--- src/common/uart_regs_defs.svh ---
// offsets, field positions, reset values and codes of the channel registers
`ifndef UART_REGS_DEFS_SVH
`define UART_REGS_DEFS_SVH
// ==========================================================
// register offsets on the three address lines
`define ADR_HOLD     3'h0
`define ADR_DIVHI    3'h1
`define ADR_ISTAT    3'h2
`define ADR_LCTRL    3'h3
`define ADR_MCTRL    3'h4
`define ADR_LSTAT    3'h5
`define ADR_MSTAT    3'h6
`define ADR_SCRATCH  3'h7
// ==========================================================
// keys, field positions and masks
`define ENH_KEY      8'hBF
`define DIV_BIT      7
`define UNLOCK_BIT   4
`define IER_EXT      8'hF0
`define ISR_EXT      8'h30
`define FCR_EXT      8'h30
`define MCR_EXT      8'hE0
`define BYTE_ZERO    8'h00
`define BYTE_ONES    8'hFF
`define REG_RESET    8'h00
// identity codes: arbitrary values
`define REV_CODE     8'h5A
`define DEV_CODE     8'hA5
`endif

--- src/common/uart_regs_pkg.sv ---
// types shared by the dual channel register decode
package uart_regs_pkg;
   typedef logic [7:0] byte_t;
   typedef logic [2:0] addr_t;
   // ==========================================================
   // register bank selected by the line control value
   typedef enum logic [1:0] {
      BANK_BASE = 2'b00,
      BANK_DIV  = 2'b01,
      BANK_ENH  = 2'b10
   } bank_t;
   // status coming back from the serial engine
   typedef struct packed {
      byte_t rx_data;
      byte_t line_status;
      byte_t modem_status;
      byte_t int_status;
      byte_t rx_char;
      logic  rx_char_valid;
   } engine_stat_t;
   // configuration driven to the serial engine
   typedef struct packed {
      byte_t divisor_low;
      byte_t divisor_high;
      byte_t int_enable;
      byte_t fifo_control;
      byte_t line_control;
      byte_t modem_control;
      byte_t enhanced_features;
      byte_t resume_char_1;
      byte_t resume_char_2;
      byte_t pause_char_1;
      byte_t pause_char_2;
   } chan_cfg_t;
   // one-cycle events and the held transmit byte for the serial engine
   typedef struct packed {
      logic       tx_load;
      byte_t      tx_data;
      logic       fifo_write;
      logic       rx_pop;
      logic       lsr_read;
      logic       msr_read;
      logic       isr_read;
      logic [3:0] char_match;
   } chan_evt_t;
endpackage

--- src/hw/dual_uart_register_decode.sv ---
// register map and address decode of a two channel uart
`include "uart_regs_defs.svh"

// ==========================================================
// one channel register set
module uart_chan_regs
   import uart_regs_pkg::*;
#(
   parameter byte_t REV = `REV_CODE,
   parameter byte_t DEV = `DEV_CODE
)(
   input  wire logic         clk_i,
   input  wire logic         rst_n_i,
   input  wire addr_t        addr_i,
   input  wire byte_t        wdata_i,
   input  wire logic         wr_i,
   input  wire logic         rd_i,
   input  wire engine_stat_t stat_i,
   output byte_t             rdata_o,
   output chan_cfg_t         cfg_o,
   output chan_evt_t         evt_o
);
   byte_t     dll_r;
   byte_t     dlm_r;
   byte_t     ier_r;
   byte_t     fcr_r;
   byte_t     lcr_r;
   byte_t     mcr_r;
   byte_t     efr_r;
   byte_t     xon1_r;
   byte_t     xon2_r;
   byte_t     xoff1_r;
   byte_t     xoff2_r;
   byte_t     spr_r;
   chan_evt_t evt_r;
   chan_evt_t evt_nxt;

   // ==========================================================
   // bank selection from the whole line control value
   wire   key_hit = (lcr_r == `ENH_KEY);
   bank_t bank;
   assign bank = key_hit ? BANK_ENH :
                 lcr_r[`DIV_BIT] ? BANK_DIV : BANK_BASE;
   wire   in_base = (bank == BANK_BASE);
   wire   in_enh  = (bank == BANK_ENH);
   wire   in_div  = (bank == BANK_DIV);
   // identity codes only while the divisor is all zero
   wire   ident = in_div && (dll_r == `BYTE_ZERO)
                  && (dlm_r == `BYTE_ZERO);
   wire   unlock = efr_r[`UNLOCK_BIT];

   // ==========================================================
   // address decode into named strobes
   wire [7:0] hit = 8'h01 << addr_i;
   // divisors stay reachable under the key so a host
   // can leave a zero divisor without losing the bank
   wire wr_thr  = wr_i & hit[0] & in_base;
   wire wr_dll  = wr_i & hit[0] & ~in_base;
   wire wr_dlm  = wr_i & hit[1] & ~in_base;
   wire wr_ier  = wr_i & hit[1] & in_base;
   wire wr_fcr  = wr_i & hit[2] & ~in_enh;
   wire wr_efr  = wr_i & hit[2] & in_enh;
   wire wr_lcr  = wr_i & hit[3];
   wire wr_mcr  = wr_i & hit[4] & ~in_enh;
   wire wr_xon1 = wr_i & hit[4] & in_enh;
   wire wr_xon2 = wr_i & hit[5] & in_enh;
   wire wr_xof1 = wr_i & hit[6] & in_enh;
   wire wr_xof2 = wr_i & hit[7] & in_enh;
   wire wr_spr  = wr_i & hit[7] & ~in_enh;
   // writes at 5 and 6 outside the key hit nothing
   // and leave every register as it was

   // ==========================================================
   // extended bits: set only when unlocked, inert while locked except fcr bits set earlier
   wire [7:0] ier_m = unlock ? `BYTE_ONES : ~`IER_EXT;
   wire [7:0] isr_m = unlock ? `BYTE_ONES : ~`ISR_EXT;
   wire [7:0] fcr_m = unlock ? `BYTE_ONES : ~`FCR_EXT;
   wire [7:0] mcr_m = unlock ? `BYTE_ONES : ~`MCR_EXT;
   wire byte_t ier_w = (wdata_i & ier_m) | (ier_r & ~ier_m);
   wire byte_t mcr_w = (wdata_i & mcr_m) | (mcr_r & ~mcr_m);
   wire byte_t ier_v = ier_r & ier_m;
   wire byte_t mcr_v = mcr_r & mcr_m;
   wire byte_t isr_v = stat_i.int_status & isr_m;

   // ==========================================================
   // read data selection per address
   byte_t rd_word [8];
   assign rd_word[0] = in_base ? stat_i.rx_data :
                       ident ? REV : dll_r;
   assign rd_word[1] = in_base ? ier_v :
                       ident ? DEV : dlm_r;
   assign rd_word[2] = in_enh ? efr_r : isr_v;
   assign rd_word[3] = lcr_r;
   assign rd_word[4] = in_enh ? xon1_r : mcr_v;
   assign rd_word[5] = in_enh ? xon2_r :
                       stat_i.line_status;
   assign rd_word[6] = in_enh ? xoff1_r :
                       stat_i.modem_status;
   assign rd_word[7] = in_enh ? xoff2_r : spr_r;
   assign rdata_o = rd_word[addr_i];

   // ==========================================================
   // character compare masked to the programmed word length
   wire [7:0] wl_mask = `BYTE_ONES >> (2'd3 - lcr_r[1:0]);
   wire byte_t rc = stat_i.rx_char;
   wire [3:0] cmp;
   assign cmp[0] = ((rc ^ xon1_r) & wl_mask) == 8'h00;
   assign cmp[1] = ((rc ^ xon2_r) & wl_mask) == 8'h00;
   assign cmp[2] = ((rc ^ xoff1_r) & wl_mask) == 8'h00;
   assign cmp[3] = ((rc ^ xoff2_r) & wl_mask) == 8'h00;

   // ==========================================================
   // next event word: pulses last one cycle, tx data holds
   always_comb begin
      evt_nxt            = '0;
      evt_nxt.tx_data    = wr_thr ? wdata_i : evt_r.tx_data;
      evt_nxt.tx_load    = wr_thr;
      evt_nxt.fifo_write = wr_fcr;
      evt_nxt.rx_pop     = rd_i & hit[0] & in_base;
      evt_nxt.isr_read   = rd_i & hit[2] & ~in_enh;
      evt_nxt.lsr_read   = rd_i & hit[5] & ~in_enh;
      evt_nxt.msr_read   = rd_i & hit[6] & ~in_enh;
      evt_nxt.char_match = stat_i.rx_char_valid ? cmp : 4'h0;
   end

   // ==========================================================
   // storage; all registers clear on reset
   always_ff @(posedge clk_i) begin
      if (!rst_n_i) begin
         dll_r   <= `REG_RESET;
         dlm_r   <= `REG_RESET;
         ier_r   <= `REG_RESET;
         fcr_r   <= `REG_RESET;
         lcr_r   <= `REG_RESET;
         mcr_r   <= `REG_RESET;
         efr_r   <= `REG_RESET;
         xon1_r  <= `REG_RESET;
         xon2_r  <= `REG_RESET;
         xoff1_r <= `REG_RESET;
         xoff2_r <= `REG_RESET;
         spr_r   <= `REG_RESET;
         evt_r   <= '0;
      end else begin
         if (wr_dll)  dll_r   <= wdata_i;
         if (wr_dlm)  dlm_r   <= wdata_i;
         if (wr_ier)  ier_r   <= ier_w;
         if (wr_fcr)  fcr_r   <= wdata_i & fcr_m;
         if (wr_lcr)  lcr_r   <= wdata_i;
         if (wr_mcr)  mcr_r   <= mcr_w;
         if (wr_efr)  efr_r   <= wdata_i;
         if (wr_xon1) xon1_r  <= wdata_i;
         if (wr_xon2) xon2_r  <= wdata_i;
         if (wr_xof1) xoff1_r <= wdata_i;
         if (wr_xof2) xoff2_r <= wdata_i;
         if (wr_spr)  spr_r   <= wdata_i;
         evt_r <= evt_nxt;
      end
   end

   // effective values: locked extended bits read as zero except in fifo control
   assign cfg_o = '{divisor_low: dll_r, divisor_high: dlm_r,
                    int_enable: ier_v, fifo_control: fcr_r,
                    line_control: lcr_r, modem_control: mcr_v,
                    enhanced_features: efr_r,
                    resume_char_1: xon1_r, resume_char_2: xon2_r,
                    pause_char_1: xoff1_r, pause_char_2: xoff2_r};
   assign evt_o = evt_r;
endmodule

// ==========================================================
// bus front end shared by the two channels
module dual_uart_register_decode
   import uart_regs_pkg::*;
#(
   parameter byte_t REV_CODE = `REV_CODE,  // arbitrary value
   parameter byte_t DEV_CODE = `DEV_CODE   // arbitrary value
)(
   input  wire logic         MCLK_I,
   input  wire logic         RESETN_I,
   input  wire addr_t        ADDR_I,
   input  wire logic         CHANNEL_A_SELECT_N_I,
   input  wire logic         CHANNEL_B_SELECT_N_I,
   input  wire logic         READ_N_I,
   input  wire logic         WRITE_N_I,
   input  wire byte_t        DATA_I,
   output byte_t             DATA_O,
   output logic              DATA_OE_O,
   input  wire engine_stat_t STAT_A_I,
   input  wire engine_stat_t STAT_B_I,
   output chan_cfg_t         CFG_A_O,
   output chan_cfg_t         CFG_B_O,
   output chan_evt_t         EVT_A_O,
   output chan_evt_t         EVT_B_O
);
   logic  rd_n_q_r;
   logic  wr_n_q_r;
   byte_t data_r;
   logic  oe_r;
   byte_t rdata_a;
   byte_t rdata_b;

   // ==========================================================
   // channel choice; both selects low selects nothing
   wire sel_a = !CHANNEL_A_SELECT_N_I
                && CHANNEL_B_SELECT_N_I;
   wire sel_b = !CHANNEL_B_SELECT_N_I
                && CHANNEL_A_SELECT_N_I;
   wire sel_any = sel_a | sel_b;
   // a held strobe reaches the channels once, on its first low cycle
   wire wr_take = !WRITE_N_I && wr_n_q_r;
   wire rd_take = !READ_N_I && rd_n_q_r;
   wire rd_act  = !READ_N_I && sel_any;

   // ==========================================================
   // strobe history and registered read data
   always_ff @(posedge MCLK_I) begin
      if (!RESETN_I) begin
         rd_n_q_r <= 1'b1;
         wr_n_q_r <= 1'b1;
         data_r   <= `BYTE_ZERO;
         oe_r     <= 1'b0;
      end else begin
         rd_n_q_r <= READ_N_I;
         wr_n_q_r <= WRITE_N_I;
         oe_r     <= rd_act;
         if (rd_act) data_r <= sel_a ? rdata_a : rdata_b;
      end
   end
   assign DATA_O    = data_r;
   assign DATA_OE_O = oe_r;

   // ==========================================================
   // the two channel register sets
   uart_chan_regs #(.REV(REV_CODE), .DEV(DEV_CODE)) u_chan_a (
      .clk_i   (MCLK_I),
      .rst_n_i (RESETN_I),
      .addr_i  (ADDR_I),
      .wdata_i (DATA_I),
      .wr_i    (wr_take & sel_a),
      .rd_i    (rd_take & sel_a),
      .stat_i  (STAT_A_I),
      .rdata_o (rdata_a),
      .cfg_o   (CFG_A_O),
      .evt_o   (EVT_A_O)
   );
   uart_chan_regs #(.REV(REV_CODE), .DEV(DEV_CODE)) u_chan_b (
      .clk_i   (MCLK_I),
      .rst_n_i (RESETN_I),
      .addr_i  (ADDR_I),
      .wdata_i (DATA_I),
      .wr_i    (wr_take & sel_b),
      .rd_i    (rd_take & sel_b),
      .stat_i  (STAT_B_I),
      .rdata_o (rdata_b),
      .cfg_o   (CFG_B_O),
      .evt_o   (EVT_B_O)
   );
endmodule

--- config.mk ---
export PLATFORM = sky130hd
export DESIGN_NAME = dual_uart_register_decode
export DESIGN_NICKNAME = d
export VERILOG_FILES = /design/src/common/uart_regs_pkg.sv /design/src/hw/dual_uart_register_decode.sv
export VERILOG_INCLUDE_DIRS = /design/src /design/src/common
export SDC_FILE = /design/constraint.sdc
export NUM_CORES = 1
export LEC_CHECK = 0
export BUFFER_PORTS_ARGS = -buffer_cell sky130_fd_sc_hd__clkbuf_2
export CORE_MARGIN = 8
export CORE_UTILIZATION = 55
export DETAILED_ROUTE_END_ITERATION = 16
export PLACE_DENSITY_LB_ADDON = 0.05
export REMOVE_ABC_BUFFERS = 1
export SETUP_SLACK_MARGIN = 0.02
export SLEW_MARGIN = 30
export SYNTH_ARGS = -nofsm -noshare
export SYNTH_HDL_FRONTEND = slang
export SYNTH_SLANG_ARGS = --single-unit
--- constraint.sdc ---
create_clock -name MCLK_I -period 5.1 [get_ports MCLK_I]
set_input_delay 1.02 -clock MCLK_I [delete_from_list [all_inputs] [get_ports MCLK_I]]
set_output_delay 1.02 -clock MCLK_I [all_outputs]
set_load 0.03 [all_outputs]
== Word level (Yosys, flattened, before mapping) ==
Cells that the tools add are included.

* Bits in registers: 239

* Shifts and indexed selects: 3
* Order comparisons: 1
* Equal/unequal tests: 6
* Bitwise gates (word level): 106
* Reductions and logical operators: 29
* $add $sub $neg: 2
* Multiplexer cells: 35

{| class="wikitable"
|+ Operators with widths
! operator !! number
|-
| two-way mux 8 bit || 27
|-
| bitwise AND 8 bit || 24
|-
| zero test 8 bit || 12
|-
| bitwise XOR 8 bit || 8
|-
| bitwise AND 1 bit || 60
|-
| binary-select mux 8 bit (select 3 bit) || 2
|-
| inverter 8 bit || 4
|-
| bitwise OR 8 bit || 4
|-
| == test 8 bit, second input constant || 2
|-
| >> shifter 8 x 2 -> 8 bit, first input constant || 2
|-
| two-way mux 6 bit || 2
|-
| logical AND 1 bit || 9
|-
| << shifter 1 x 3 -> 8 bit, first input constant || 1
|-
| == test 2 x 1 -> 1 bit, second input constant || 2
|-
| == test 2 bit, second input constant || 2
|-
| >= comparator 4 bit, second input constant || 1
|-
| zero test 1 bit || 4
|-
| zero test 2 bit || 2
|-
| two-way mux 2 bit || 2
|-
| inverter 1 bit || 4
|-
| inverter 3 -> 4 bit || 1
|-
| AND reduction 2 bit || 2
|-
| subtractor 2 bit, first input constant || 2
|-
| two-way mux 1 bit || 2
|-
| bitwise OR 1 bit || 1
|}

== Depth between registers and ports, before layout ==
Gate-level depths: netlist of run 1.

* Depth in word-level cells: 11
* Gate-level depth with buffers: 11

== Cells and area by module ==
Synthesis of run 1 repeated with hierarchy kept, for this count alone.

* Cells, all modules: 1285
* Area total of the unflattened synthesis: 12431.9 um^2

{| class="wikitable"
|+ By module, submodules not included
! module !! area an instance (um^2) !! sequential area each (um^2) !! cells each !! instances
|-
| uart_chan_regs || 5910.7 || 2282.2 || 616 || 2
|-
| dual_uart_register_decode || 610.6 || 220.2 || 53 || 1
|}

== Worst setup path before layout of run 1 ==
OpenSTA, ideal clock, no wires.

* Path type: input to register
* Start point: in ADDR_I[2]
* End point: reg u_chan_a.xon2_r[5]
* Stages: 6
* Arrival: 2.628 ns
* Buffers on the path: 2
* Slack: 2.344 ns
* Library setup time: 0.128 ns
* Required time: 4.972 ns
* Path through: clkbuf_1 buf_1 nand2_1 nor2_1 mux2i_1 nor2_1

* Cells in the longest elaborated chain, start to end: 3

{| class="wikitable"
|+ RTL lines
! item !! line !! source
|-
| start: declaration || dual_uart_register_decode.sv:180 || <nowiki>input wire addr_t ADDR_I,</nowiki>
|-
| << shifter 1 x 3 -> 8 bit || dual_uart_register_decode.sv:54 || <nowiki>wire [7:0] hit = 8'h01 << addr_i;</nowiki>
|-
| bitwise AND 1 bit (2 in series) || dual_uart_register_decode.sv:66 || <nowiki>wire wr_xon2 = wr_i & hit[5] & in_enh;</nowiki>
|-
| end signal: assignment || dual_uart_register_decode.sv:138 || <nowiki>xon2_r <= `REG_RESET;</nowiki>
|-
| end signal: assignment || dual_uart_register_decode.sv:152 || <nowiki>if (wr_xon2) xon2_r <= wdata_i;</nowiki>
|-
| end: declaration || dual_uart_register_decode.sv:31 || <nowiki>byte_t xon2_r;</nowiki>
|}

No other way between the ends.
A chain may end at the register's enable or synchronous reset.

== Final worst setup path of run 1 ==
* Start point: reg u_chan_b.lcr_r[7]
* End point: reg data_r[1], in the netlist DATA_O[1]

* Cells in the longest elaborated chain, start to end: 11

{| class="wikitable"
|+ RTL lines
! item !! line !! source
|-
| start: declaration || dual_uart_register_decode.sv:27 || <nowiki>byte_t lcr_r;</nowiki>
|-
| start signal: assignment || dual_uart_register_decode.sv:134 || <nowiki>lcr_r <= `REG_RESET;</nowiki>
|-
| start signal: assignment || dual_uart_register_decode.sv:148 || <nowiki>if (wr_lcr) lcr_r <= wdata_i;</nowiki>
|-
| == test 8 bit (no source line) or two-way mux 1 bit (tied branches) || - ||
|-
| two-way mux 2 bit * || dual_uart_register_decode.sv:42 || <nowiki>assign bank = key_hit ? BANK_ENH :</nowiki>
|-
| == test 2 x 1 -> 1 bit || dual_uart_register_decode.sv:46 || <nowiki>wire in_div = (bank == BANK_DIV);</nowiki>
|-
| logical AND 1 bit (2 in series) || dual_uart_register_decode.sv:48 || <nowiki>wire ident = in_div && (dll_r == `BYTE_ZERO)</nowiki>
|-
| two-way mux 8 bit, on equally long branches || dual_uart_register_decode.sv:91, dual_uart_register_decode.sv:89 ||
|-
| two-way mux 8 bit, on equally long branches || dual_uart_register_decode.sv:90, dual_uart_register_decode.sv:88 ||
|-
| binary-select mux 8 bit (select 3 bit) * || dual_uart_register_decode.sv:100 || <nowiki>assign rdata_o = rd_word[addr_i];</nowiki>
|-
| two-way mux 8 bit (implied by the code) * (2 in series) || dual_uart_register_decode.sv:100 ||
|-
| two-way mux 8 bit * || dual_uart_register_decode.sv:226 || <nowiki>if (rd_act) data_r <= sel_a ? rdata_a : rdata_b;</nowiki>
|-
| end signal: assignment || dual_uart_register_decode.sv:220 || <nowiki>data_r <= `BYTE_ZERO;</nowiki>
|-
| end signal: assignment || dual_uart_register_decode.sv:226 ||
|-
| end: declaration || dual_uart_register_decode.sv:197 || <nowiki>byte_t data_r;</nowiki>
|}

Mark *: on every way between the ends. The rest lies on a longest branch, timed or not. The select of a mux whose other input is x is not followed.

==> results of run 1 <==
[synthesized netlist by cell type, types with 4 or more instances]
cell type                   number  area share (%)
sky130_fd_sc_hd__dfxtp_1       239              41
sky130_fd_sc_hd__mux2i_1       220              19
sky130_fd_sc_hd__nor2_1        212             6.8
sky130_fd_sc_hd__nand2_1       161             5.2
sky130_fd_sc_hd__a21oi_1        94             4.0
sky130_fd_sc_hd__clkbuf_1       68             2.2
sky130_fd_sc_hd__xor2_1         44             3.3
sky130_fd_sc_hd__o21ai_0        41             1.8
sky130_fd_sc_hd__nor4_1         29             1.6
sky130_fd_sc_hd__nand3_1        25             1.1
sky130_fd_sc_hd__buf_1          20            0.64
sky130_fd_sc_hd__xnor2_1        20             1.5
sky130_fd_sc_hd__buf_4          19             1.2
sky130_fd_sc_hd__and2_1         18            0.96
sky130_fd_sc_hd__buf_2          14            0.60
sky130_fd_sc_hd__o22ai_1        12            0.64
sky130_fd_sc_hd__o221ai_1        9            0.67
sky130_fd_sc_hd__nand4_1         7            0.37
sky130_fd_sc_hd__nor3_2          7            0.60
sky130_fd_sc_hd__o2111ai_1       7            0.52
sky130_fd_sc_hd__a31oi_1         6            0.32
sky130_fd_sc_hd__a32o_1          6            0.51
sky130_fd_sc_hd__nand2b_1        6            0.32
sky130_fd_sc_hd__nor3_1          6            0.26
sky130_fd_sc_hd__a211oi_1        5            0.32
sky130_fd_sc_hd__nor2b_1         5            0.27
sky130_fd_sc_hd__or3_1           5            0.27
sky130_fd_sc_hd__a2111oi_0       4            0.30
sky130_fd_sc_hd__clkinv_1        4            0.13
sky130_fd_sc_hd__inv_1           4            0.13
[worst paths after layout]
check / from / end / slack [ns] / depth (start not counted)
max: u_chan_b.lcr_r[7]$_SDFFE_PN0P_ / DATA_O[1]$_SDFFE_PN0P_ / 1.38 / 8
min: register / register / 0.45 / 2
min reg2reg: register / register / 0.45 / 2
max reg2reg: u_chan_b.lcr_r[7]$_SDFFE_PN0P_ / DATA_O[1]$_SDFFE_PN0P_ / 1.38 / 8
[per-stage QoR]
| stage | std cells | setup WS, ns | power (uW) | utilization (%) |
|---|---|---|---|---|
| after floorplan | 1242 | 1.16 | 2060 | - |
| after global placement | 1846 | 1.21 | 2230 | 62.8 |
| after detailed placement | 1846 | 1.17 | 2230 | 62.8 |
| after CTS | 1891 | 1.42 | 4140 | 66.9 |
| after global routing | 1891 | 1.14 | 4240 | 67.0 |
| final | 1891 | 1.38 | 4130 | 67.0 |
[per-layer routing]
layer / track usage, % / wire length (um)
met2: 50.5 / 19500
met1: 39.2 / 17000
met3: 9.24 / 4880
met4: 12.4 / 1560
met5: 0 / 8
[power groups by stage]
stage               clock, uW  combinational (uW)  sequential [uW]
detailed placement          0                 308             1930
floorplan                   0                 122             1940
global placement            0                 308             1930
CTS                      1940                 310             1880
finish                   1930                 317             1880
global route             2020                 334             1880
[tightest hold or removal path: cells and delay by family (launching register included)]
family / cells / cell delay (ns)
AO/OA/AOI/OAI: 1 / 0.05
AND/OR/NAND/NOR: 1 / 0.05
flip-flops: 1 / 0.30
[final cells by class]
cell class	instances	area, um^2
fillers	1861	6920
multi-input cells	993	6320
flip-flops and latches	239	4780
repair buffers	329	1670
clock buffers	40	795
well taps	275	344
clock inverters	5	75.1
inverters	10	42.5
[layout by cell type, fill, tap and decap left out, types with 7 or more instances in the layout]
cell	synthesis	routed
sky130_fd_sc_hd__and2_1	18	18
sky130_fd_sc_hd__xor2_1	44	44
sky130_fd_sc_hd__o221ai_1	9	9
sky130_fd_sc_hd__o2111ai_1	7	7
sky130_fd_sc_hd__clkbuf_2	1	319
sky130_fd_sc_hd__mux2i_1	220	220
sky130_fd_sc_hd__clkbuf_16	0	27
sky130_fd_sc_hd__nand3_1	25	25
sky130_fd_sc_hd__nand2_1	161	161
sky130_fd_sc_hd__o21ai_0	41	41
sky130_fd_sc_hd__dfxtp_1	239	239
sky130_fd_sc_hd__nor2_1	212	209
sky130_fd_sc_hd__o22ai_1	12	12
sky130_fd_sc_hd__nor3_2	7	7
sky130_fd_sc_hd__nand4_1	7	7
sky130_fd_sc_hd__clkbuf_8	0	7
sky130_fd_sc_hd__a21oi_1	94	94
sky130_fd_sc_hd__nor4_1	29	29
sky130_fd_sc_hd__buf_4	19	10
sky130_fd_sc_hd__xnor2_1	20	20
[cells by family after synthesis]
kind of cell	count (synthesis)	share of synthesized area, %
xor+xnor	64	4.80
simple gates	499	19.0
fa+ha+maj	2	0.214
compound gates	204	10.6
mux	224	19.4
flops	239	41.0
buf+inv	132	5.01
==> results.txt, run 1 <==
Synthesis produced 1364 cells. For the pin with the worst max-slew slack, the measured transition is 0.945 ns. In this run the cell area measured after placement is 0.0132 mm^2. Count of final setup violators: 0. The number of buffers created by CTS was 26; the number of nets with antenna violations after routing was 0. The worst-path maximum fanout is 23.

Summed over all layers, the routed wires come to 43000 um. Counting every sink on the clock net gives 239. Clock tree synthesis selected as its root buffer the cell sky130_fd_sc_hd__clkbuf_16. The largest net degree at the start of global routing is 78, and the worst clock skew is 0.0136 ns. The max capacitance violation total was 0.

The type of the most critical hold path was reg -> reg. The logs give 1 for the number of levels in the clock H-tree and 53 for the floorplan row count. The growth of design area from synthesis to finish came out at 20.2%. On the critical path, the stage with the largest delay is an instance of sky130_fd_sc_hd__or4_1.

Yosys mapped a number of flops with a built-in enable equal to 0. The logs give 0 for the number of buffers inserted by hold repair at cts and 0 ns for the aggregate negative setup slack. In this run the standard cell core region covers 0.0210 mm^2. The critical path start-end classification is reg -> reg. The number of global-route vias before repair is 11300, and the largest buffer count on any clock path is 3. For this design the total switching power over the nets is 1000 uW. The number of inserted diodes came out at 0.

The floorplan step set the die width to 162 um. The routed wirelength normalized by instance count is 22.7 um. The switching power as a share of total power was 24.2%; the number of hold violations in the final report was 0.

The worst setup path is launched from a register. Share of layout cells above drive strength 1: 24.4%. The initial core utilization is 55.7%.

The total overflow left after global routing is 0. Routability-driven placement finished with a final weighted congestion of 0.903. The logs give 45.6% for the sequential fraction of design power and 30400 um for the detailed placer's ending HPWL.

The synthesized netlist contains 57 unique library cells. After routing the design area is 0.0140 mm^2. STA puts the critical path data required time at 5.53 ns. For this run, asynchronously set or reset flops after synthesis account for 0%. The latest clock arrival within the worst-skew pair was 0.54 ns.

On the final layout, the worst hold slack is 0.455 ns. The critical path contains buffers and inverters numbering 2 combined. For this block, the via count after detailed routing is 11300. The post-CTS resize count was 0. The data arrival at the endpoint of the critical path came out at 4.15 ns. The run gives 0 as the number of max-slew violations in the final report. The run finished with clean final reports. The global routing usage summed across all routing layers is 31.5%, and the cell internal power dissipation is 3130 uW. Among cell families on the critical path, the largest total delay comes from simple AND/OR/NAND/NOR gates. For the count of warnings emitted by yosys, the log shows 0.

For the number of I/O pins, the log shows 320. The tools report the proportion of synthesized chip area in sequential cells as 41.0%. Of the available clock period, the critical path in the final layout requires 73.0%.

Number of buffer cells added on primary ports: 319. After synthesis the netlist holds a flip-flop and latch count of 239. TritonCTS built the clock tree. The number of setup buffers added after CTS is 0. The number of vias per cell after detailed routing is 5.98. The minimum clock period is 3.72 ns. Number of nets in the layout: 1700. The tools report the worst voltage drop across the vdd grid as 0.242 mV. Traced cell by cell, the critical path runs through inv_2, or4_1, buf_4, mux2i_1, o22ai_1, nor4_1, nor2_1, a32o_1. The run gives 0.269 GHz as the peak clock frequency supported by timing.

Remaining max-slew budget at the tightest pin: 36.8%. Clock-pin slew was measured on the worst setup and hold paths at 0.06 ns. Of the total power, the clock network draws 46.8%.

The die span in y is 162 um, and the number of design rule violations left after detail routing is 0. The full die area is 0.0262 mm^2, and the detailed-router iteration count before antenna repair is 7. Initial detailed-routing violation count: 1108. Setup repair after global routing left no endpoint under its margin. The critical path's largest stage delay works out to 0.96 ns. In the synthesized netlist the dominant register cell turns out to be sky130_fd_sc_hd__dfxtp_1.

After synthesis, the mean cell area works out to 8.56 um^2. The first-pass GRT wire length was 65300 um. The logs give 7.7% for the combinational fraction of design power and 0.00625 uW for the leakage component of the power.

The total power divided by cell area came out at 295 mW/mm^2. The synthesized cell area was 0.0117 mm^2. The initial antenna violation count came out at 1. The worst setup path is captured at a register.
No activity file was read; power rests on OpenSTA's default activity.
==> run 2: changes to the inputs <==
--- a/config.mk
+++ b/config.mk
@@ -8,7 +8,7 @@
 export LEC_CHECK = 0
 export BUFFER_PORTS_ARGS = -buffer_cell sky130_fd_sc_hd__clkbuf_2
 export CORE_MARGIN = 8
-export CORE_UTILIZATION = 55
+export CORE_UTILIZATION = 53
 export DETAILED_ROUTE_END_ITERATION = 16
 export PLACE_DENSITY_LB_ADDON = 0.05
 export REMOVE_ABC_BUFFERS = 1
==> constraint.sdc (replaced) <==
create_clock -name MCLK_I -period 3.9 [get_ports MCLK_I]
set_input_delay 0.78 -clock MCLK_I [delete_from_list [all_inputs] [get_ports MCLK_I]]
set_output_delay 0.78 -clock MCLK_I [all_outputs]
set_load 0.03 [all_outputs]
==> results.txt, run 2 (synthesis gave the netlist of run 1 again) <==
During I/O placement, the number of pins put on the boundary was 320. The initial antenna violation count is 3. Number of nets with antenna violations after routing: 0. The logs give 0 for the number of hold violations in the final report and 65000 um for the first-pass GRT wire length. The worst-path maximum fanout came out at 13.

The total detailed-routing wirelength was 43900 um. The worst register-to-register path begins at u_chan_b.lcr_r[5]$_SDFFE_PN0P_. The post-CTS resize count was 0; the total power divided by cell area was 383 mW/mm^2. The number of fillers in the final layout came out at 1933.

In the global route stage, overall resource usage came out at 31.0%. Internal power comes to 4120 uW. For the data required time of the worst path, the log shows 4.28 ns.

Measured in cells, the most critical reg-to-reg path has a length of 6. The number of global-route vias before repair is 11000, and the routed wirelength normalized by instance count is 22.9 um. Setup slack closes at 0.929 ns. Setup repair after global routing left no endpoint under its margin. The detailed placer's ending HPWL was 30900 um; the share of layout cells above drive strength 1 was 25.4%.

Portion of the clock cycle consumed by the worst path in the final layout: 76.2%. The tools report the latest clock arrival within the worst-skew pair as 0.53 ns. The total met3 wirelength after detailed routing was 4750 um. The flip-flop and latch area was 0.00478 mm^2; the sink count of the clock tree was 239. The worst clock skew is 0.00939 ns.

The run finished with clean final reports. The number of nets in the layout was 1724. The clock network fraction of design power was 47.1%. The multi-input combinational cells in the finished layout cover a total of 0.00631 mm^2.

Setup violations remaining at the end of the flow were counted as 0. Excluding fillers, the count of instances in the completed layout stands at 1922. For the sequential fraction of design power, the log shows 45.2%.

The number of instances in the placed design came out at 1874. Die span in y: 164 um. The tightest min-delay check is of the reg -> reg type.

Before antenna repair, the detailed router went through 5 iterations. Critical path start-end classification: reg -> reg. In the final routing, the length of wire on met1 measures 17700 um. The switching power total is 1330 uW, and the number of buffer cells added on primary ports is 319.

The tools report the full die area as 0.0270 mm^2. Tracing the worst setup path back leads to its startpoint at u_chan_b.lcr_r[5]$_SDFFE_PN0P_. Net switching is 24.4% of the power. The tools report the largest buffer count on any clock path as 3. The core region is 0.0218 mm^2.

The number of buffers created by CTS was 27. The final global-route overflow total was 0. The top layer used by detailed routing is met5. The number of max-slew violations in the final report came out at 0.

Cells fill 65.4% of the core in the end. The critical path launch point type is a register. The logs give 54 for the floorplan row count and 5450 uW for the overall power consumption. Prior to clock tree synthesis, the placed netlist has a worst setup slack of 0.549 ns. Once the clock tree was built, the setup fixing pass inserted 0 buffers. Leaving out fill and tap cells, the most frequent cells in the layout are sky130_fd_sc_hd__clkbuf_2 (319), sky130_fd_sc_hd__dfxtp_1 (239), sky130_fd_sc_hd__mux2i_1 (220). Entering global routing, the biggest net connects 92 pins. Terminus of the critical flop-to-flop path: u_chan_b.xon2_r[5]$_SDFFE_PN0P_.

Via total after detailed routing: 11300. The minimum clock period is 2.97 ns, and the actual slew at the worst max-slew pin is 1.02 ns. Initial detailed-routing violation count: 1197. The congestion estimate from routability-driven global placement came to 0.912. Once the floorplan was initialized, standard cells occupied 53.7% of the core. The die span in x works out to 164 um.

The max capacitance violation total was 0. The tree is rooted in a sky130_fd_sc_hd__clkbuf_16. TritonCTS built the clock tree.

After clock tree synthesis, the clock-pin slew on the worst setup and hold paths is 0.06 ns. The logs give 0.00638 uW for the leakage component of the power and 0.371 mV for the worst voltage drop across the vdd grid. The worst pin sits at a relative slew slack of 30.0%.

Data arrives at the worst endpoint at 3.35 ns. The growth of design area from synthesis to finish was 21.7%. The tools report the critical path capture point type as a register. The number of hold buffers added after CTS was 0. The library cell used most frequently in the layout, excluding fill and tap cells, is sky130_fd_sc_hd__clkbuf_2. Combinational cells account for 7.7% of the total power. Timing would allow up to 0.337 GHz.

Last element of the critical path: u_chan_b.xon2_r[5]$_SDFFE_PN0P_. Dividing the detail-routed via count by the number of cells gives 5.86. The tools report the detailed route wirelength on metal2 as 19900 um.

The number of design rule violations left after detail routing was 0; the worst-case register-to-register setup slack was 0.93 ns. The run gives 1 as the number of levels in the clock H-tree.
## run 2: cell count changes in the layout (fill, tap and decap cells not counted), moves of 2 or more
| cell | previous run | this run |
|---|---|---|
| sky130_fd_sc_hd__clkbuf_8 | 7 | 4 |
| sky130_fd_sc_hd__nor2_1 | 209 | 211 |
| sky130_fd_sc_hd__clkinv_2 | 3 | 5 |
| sky130_fd_sc_hd__buf_4 | 10 | 33 |
| sky130_fd_sc_hd__nor2_2 | 6 | 4 |
## run 2: power groups by stage
stage / clock network (uW) / registers (uW) / logic [uW]
2_1_floorplan: 0 / 2540 / 160
3_3_place_gp: 0 / 2520 / 409
3_5_place_dp: 0 / 2520 / 411
4_1_cts: 2590 / 2460 / 413
5_1_grt: 2690 / 2460 / 443
6_report: 2570 / 2460 / 422
## run 2: metrics by stage
| step | TNS, ns | cell area [um^2] | hold WS, ns |
|---|---|---|---|
| floorplan | -0.977 | 11100 | 0.432 |
| global placement | 0 | 13300 | 0.437 |
| detailed placement | 0 | 13300 | 0.442 |
| CTS | 0 | 14200 | 0.451 |
| global route | 0 | 14200 | 0.458 |
| finish | 0 | 14200 | 0.449 |
## run 2: worst max-delay path, stage by stage, from the launching register on
cell and delay [ns]:
sky130_fd_sc_hd__dfxtp_1 0.38, sky130_fd_sc_hd__nand2_1 0.12, sky130_fd_sc_hd__nor4_4 0.58, sky130_fd_sc_hd__nand3_1 0.65, sky130_fd_sc_hd__nor2_2 0.74, sky130_fd_sc_hd__mux2i_1 0.27, sky130_fd_sc_hd__nor2_1 0.07
## run 2: worst min-delay path by stage
stage	start	cells after the start	end	slack, ns
2_1_floorplan	register	2	register	0.43
3_3_place_gp	register	2	register	0.44
3_5_place_dp	register	2	register	0.44
4_1_cts	register	2	register	0.45
5_1_grt	WRITE_N_I	2	wr_n_q_r$_SDFF_PN1_	0.46
6_report	register	2	register	0.45
## run 2: final cells by class
class / instances / area share (%)
timing repair buffer: 352 / 13.0
tap: 280 / 2.46
sequential: 239 / 33.7
antenna: 1 / 0.0176
clock inverter: 9 / 0.871
clock buffer: 38 / 5.32
inverter: 10 / 0.299
multi-input combinational: 993 / 44.4
## run 2: routing by layer
| metal | global-route usage [%] | vias to the layer above |
|---|---|---|
| met2 | 49.3 | 613 |
| met5 | 0 | - |
| li1 | - | 5226 |
| met1 | 39.9 | 5316 |
| met4 | 12.4 | 4 |
| met3 | 7.43 | 106 |
==> run 3: changes to the inputs <==
--- a/config.mk
+++ b/config.mk
@@ -6,9 +6,10 @@
 export SDC_FILE = /design/constraint.sdc
 export NUM_CORES = 1
 export LEC_CHECK = 0
+export ABC_AREA = 1
 export BUFFER_PORTS_ARGS = -buffer_cell sky130_fd_sc_hd__clkbuf_2
 export CORE_MARGIN = 8
-export CORE_UTILIZATION = 53
+export CORE_UTILIZATION = 54
 export DETAILED_ROUTE_END_ITERATION = 16
 export PLACE_DENSITY_LB_ADDON = 0.05
 export REMOVE_ABC_BUFFERS = 1
==> constraint.sdc (replaced) <==
create_clock -name MCLK_I -period 2.9 [get_ports MCLK_I]
set_input_delay 0.58 -clock MCLK_I [delete_from_list [all_inputs] [get_ports MCLK_I]]
set_output_delay 0.58 -clock MCLK_I [all_outputs]
set_load 0.03 [all_outputs]
==> results.txt, run 3 <==
Of all flip-flops after synthesis, the portion carrying an async set or reset was 0%. The peak clock frequency supported by timing was 0.399 GHz; the area share of the leading cell type in the synthesized netlist was 39.1%. Setup repair after global routing left no endpoint under its margin. The growth of design area from synthesis to finish works out to 20.6%. STA classifies the critical path endpoint as a primary output. Summed over all layers, the routed wires come to 49000 um.

Row generation in the floorplan step produced 55 rows. The detailed placer's ending HPWL came out at 35300 um. The average size of a mapped cell came out at 6.80 um^2.

The latest clock arrival within the worst-skew pair is 0.54 ns. Via total after detailed routing: 13500. The most common cell after layout, fill and taps aside was sky130_fd_sc_hd__clkbuf_2. The slowest stage of the critical path is the sky130_fd_sc_hd__dfxtp_1 cell.

For the final global-route overflow total, the log shows 0. After detailed routing, the wire length on met1 is 19700 um. For this run, the slowest stage of the critical path takes 0.86 ns.

Pin placement for this block handled 320 I/O pins. The congestion estimate from routability-driven global placement came to 0.939. In the routed design, unresolved DRC markers number 0. The number of global-route vias before repair was 12900; the data arrival at the endpoint of the critical path was 1.93 ns.

Among all cell types in the netlist, the one instantiated most often is sky130_fd_sc_hd__nand2_1. Across the run, the number of max-cap violations was 0. The core area was 0.0224 mm^2; the number of buffer cells added on primary ports was 319. At the pin with the least slew margin, the transition time is 0.851 ns.

The tools report the number of nets with antenna violations after routing as 0. In this run, synthesis inferred 0 flip-flops with an integrated enable. Wire segments on met3 add up to 5370 um in the final route. The synthesized design spends more area on one cell type than any other, namely sky130_fd_sc_hd__dfxtp_1. Clock-pin slew was measured on the worst setup and hold paths at 0.06 ns.

For this run, the leading register cell type out of synthesis is sky130_fd_sc_hd__dfxtp_1. The initial detailed-routing violation count was 1520. The run finished with clean final reports. By count the netlist is led by sky130_fd_sc_hd__nand2_1 (280), sky130_fd_sc_hd__a21oi_1 (251), sky130_fd_sc_hd__dfxtp_1 (239), sky130_fd_sc_hd__o21ai_0 (208), sky130_fd_sc_hd__inv_1 (206). The run gives 0 as the count of final setup violators.

Portion of the clock cycle consumed by the worst path in the final layout: 86.5%. The number of inserted diodes is 0, and the number of vias per cell after detailed routing is 5.73. The initial core utilization is 54.6%, and the routed wirelength normalized by instance count is 20.8 um.

In this run the worst path has a maximum fanout of 22. After synthesis the cells add up to 0.0122 mm^2. For this design the total switching power over the nets is 1910 uW. The tools report the number of max-slew violations in the final report as 0. The run gives 1 as the initial antenna violation count.

The post-route netlist has 21.7% of its cells at a drive strength greater than 1. Per report_power, the combinational group accounts for 8.4% of the total. The type of the most critical hold path is in -> reg.

In this run the top signal layer used is met5. Worst voltage drop across the vdd grid: 0.443 mV. The logs give 42.9% for the sequential fraction of design power and 2303 for the number of instances in the placed design. The tools report the global routing usage summed across all routing layers as 33.3%.

The number of nets in the layout is 2147, and the number of buffers created by CTS is 26. The leakage component of the power is 0.00689 uW. The logs give 102 for the largest net degree at the start of global routing and 22100 um for the detailed route wirelength on metal2. The first-pass GRT wire length is 74500 um. The worst setup path is launched from a register. The synthesized design contains 239 register bits. The floorplan step defined a die boundary enclosing 0.0277 mm^2. For the count of cell types in the netlist, the log shows 45. Counting along the longest clock path gives a buffer depth of 3. In the layout the commonest cells are sky130_fd_sc_hd__clkbuf_2 (318), sky130_fd_sc_hd__nand2_1 (280), sky130_fd_sc_hd__a21oi_1 (251). Summing the sequential cell areas from Yosys gives 39.1% of the chip area. The logs give 239 for the sink count of the clock tree and 2351 for the post-layout instance count excluding filler cells. The number of levels in the clock H-tree was 1. The setup fix buffers added after clock tree synthesis came out at 0.

On the final layout, the worst clock skew is 0.0170 ns. The cell count after synthesis came out at 1800. By startpoint and endpoint, the worst setup path is classified as reg -> out.

The run gives 0 ns as the aggregate negative setup slack. Walking the worst path, the cells encountered are nand2_1, inv_1, clkbuf_2. TritonCTS built the clock tree. By area the synthesized netlist is led by sky130_fd_sc_hd__dfxtp_1 (39%), sky130_fd_sc_hd__a21oi_1 (10%), sky130_fd_sc_hd__nand2_1 (8.6%), sky130_fd_sc_hd__o21ai_0 (8.5%), sky130_fd_sc_hd__inv_1 (6.3%). The switching power as a share of total power works out to 24.7%. The detailed-router iteration count before antenna repair is 8, and the number of buffers inserted by hold repair at cts is 0.

In this run the power density over the cells is 524 mW/mm^2. During synthesis, Yosys emitted a total of 0 warnings. The run gives 2.32 ns as the data required time of the worst path. The minimum clock period is 2.51 ns.

CTS placed an instance of sky130_fd_sc_hd__clkbuf_16 at the clock tree root. From bottom edge to top edge, the die measures 167 um. Number of hold violations in the final report: 0. The remaining max-slew budget at the tightest pin is 43.2%, and the cell internal power dissipation is 5830 uW. Across all hold checks on the routed design, the worst slack comes to 0.296 ns. The die is 167 um wide.

The post-CTS resize count was 0. Per report_power, the clock group accounts for 48.8% of the total.
-- run 3: changes by cell type in the layout (fill, tap and decap cells not counted), sizes merged, moves of 40 or more --
cell / previous run / this run
inv: 7 / 220
nand3: 25 / 142
o21ai: 42 / 238
a21oi: 94 / 251
mux2i: 220 / 0
nand2: 161 / 288
nor2: 216 / 155
xor2: 44 / 4
-- run 3: final timing paths --
check | slack [ns] | depth (start not counted) | start | endpoint
max | 0.39 | 3 | u_chan_b.efr_r[4]$_SDFFE_PN0P_ | CFG_B_O[45]
min | 0.30 | 2 | WRITE_N_I | wr_n_q_r$_SDFF_PN1_
max reg2reg | 0.60 | 13 | u_chan_a.lcr_r[3]$_SDFFE_PN0P_ | DATA_O[1]$_SDFFE_PN0P_
min reg2reg | 0.45 | 2 | u_chan_b.spr_r[7]$_SDFFE_PN0P_ | u_chan_b.spr_r[7]$_SDFFE_PN0P_
-- run 3: cells by family after synthesis --
family / Yosys count / share of synthesized area [%]
xor+xnor: 35 / 2.50
flops: 239 / 39.1
simple gates: 638 / 23.4
fa+ha+maj: 2 / 0.204
compound gates: 531 / 22.5
buf+inv: 355 / 12.3
-- run 3: routing by layer --
layer	up-vias	track usage, %
met2	796	54.0
li1	6386	-
met1	6161	42.1
met3	115	8.13
met5	-	0
met4	2	13.5
-- run 3: cell type report --
class	count	area, um^2
clock buffer	32	734
clock inverter	16	241
fill	2129	7670
inverter	222	836
multi-input combinational	1206	5950
sequential	239	4780
tap	285	357
timing repair buffer	351	1860
-- run 3: power groups by stage --
stage	combinational [uW]	clock (uW)	sequential [uW]
2_1_floorplan	260	0	3420
3_3_place_gp	622	0	3390
3_5_place_dp	626	0	3390
4_1_cts	631	3770	3320
5_1_grt	687	3910	3320
6_report	646	3770	3320
-- run 3: worst max-delay path, delay by kind of cell (launching register included) --
kind,cells,cell delay (ns)
flops,1,0.86
buf+inv,2,0.30
simple gates,1,0.24
-- run 3: per-stage QoR --
| step | cell area (um^2) | worst slack (ns) | power [uW] | utilization (%) |
|---|---|---|---|---|
| global placement | 13800 | 0.439 | 4010 | 61.5 |
| finish | 14800 | 0.391 | 7740 | 65.8 |
| CTS | 14800 | 0.410 | 7720 | 65.8 |
| detailed placement | 13800 | 0.355 | 4020 | 61.5 |
| floorplan | 11600 | -0.224 | 3680 | - |
| global route | 14800 | 0.300 | 7910 | 65.8 |
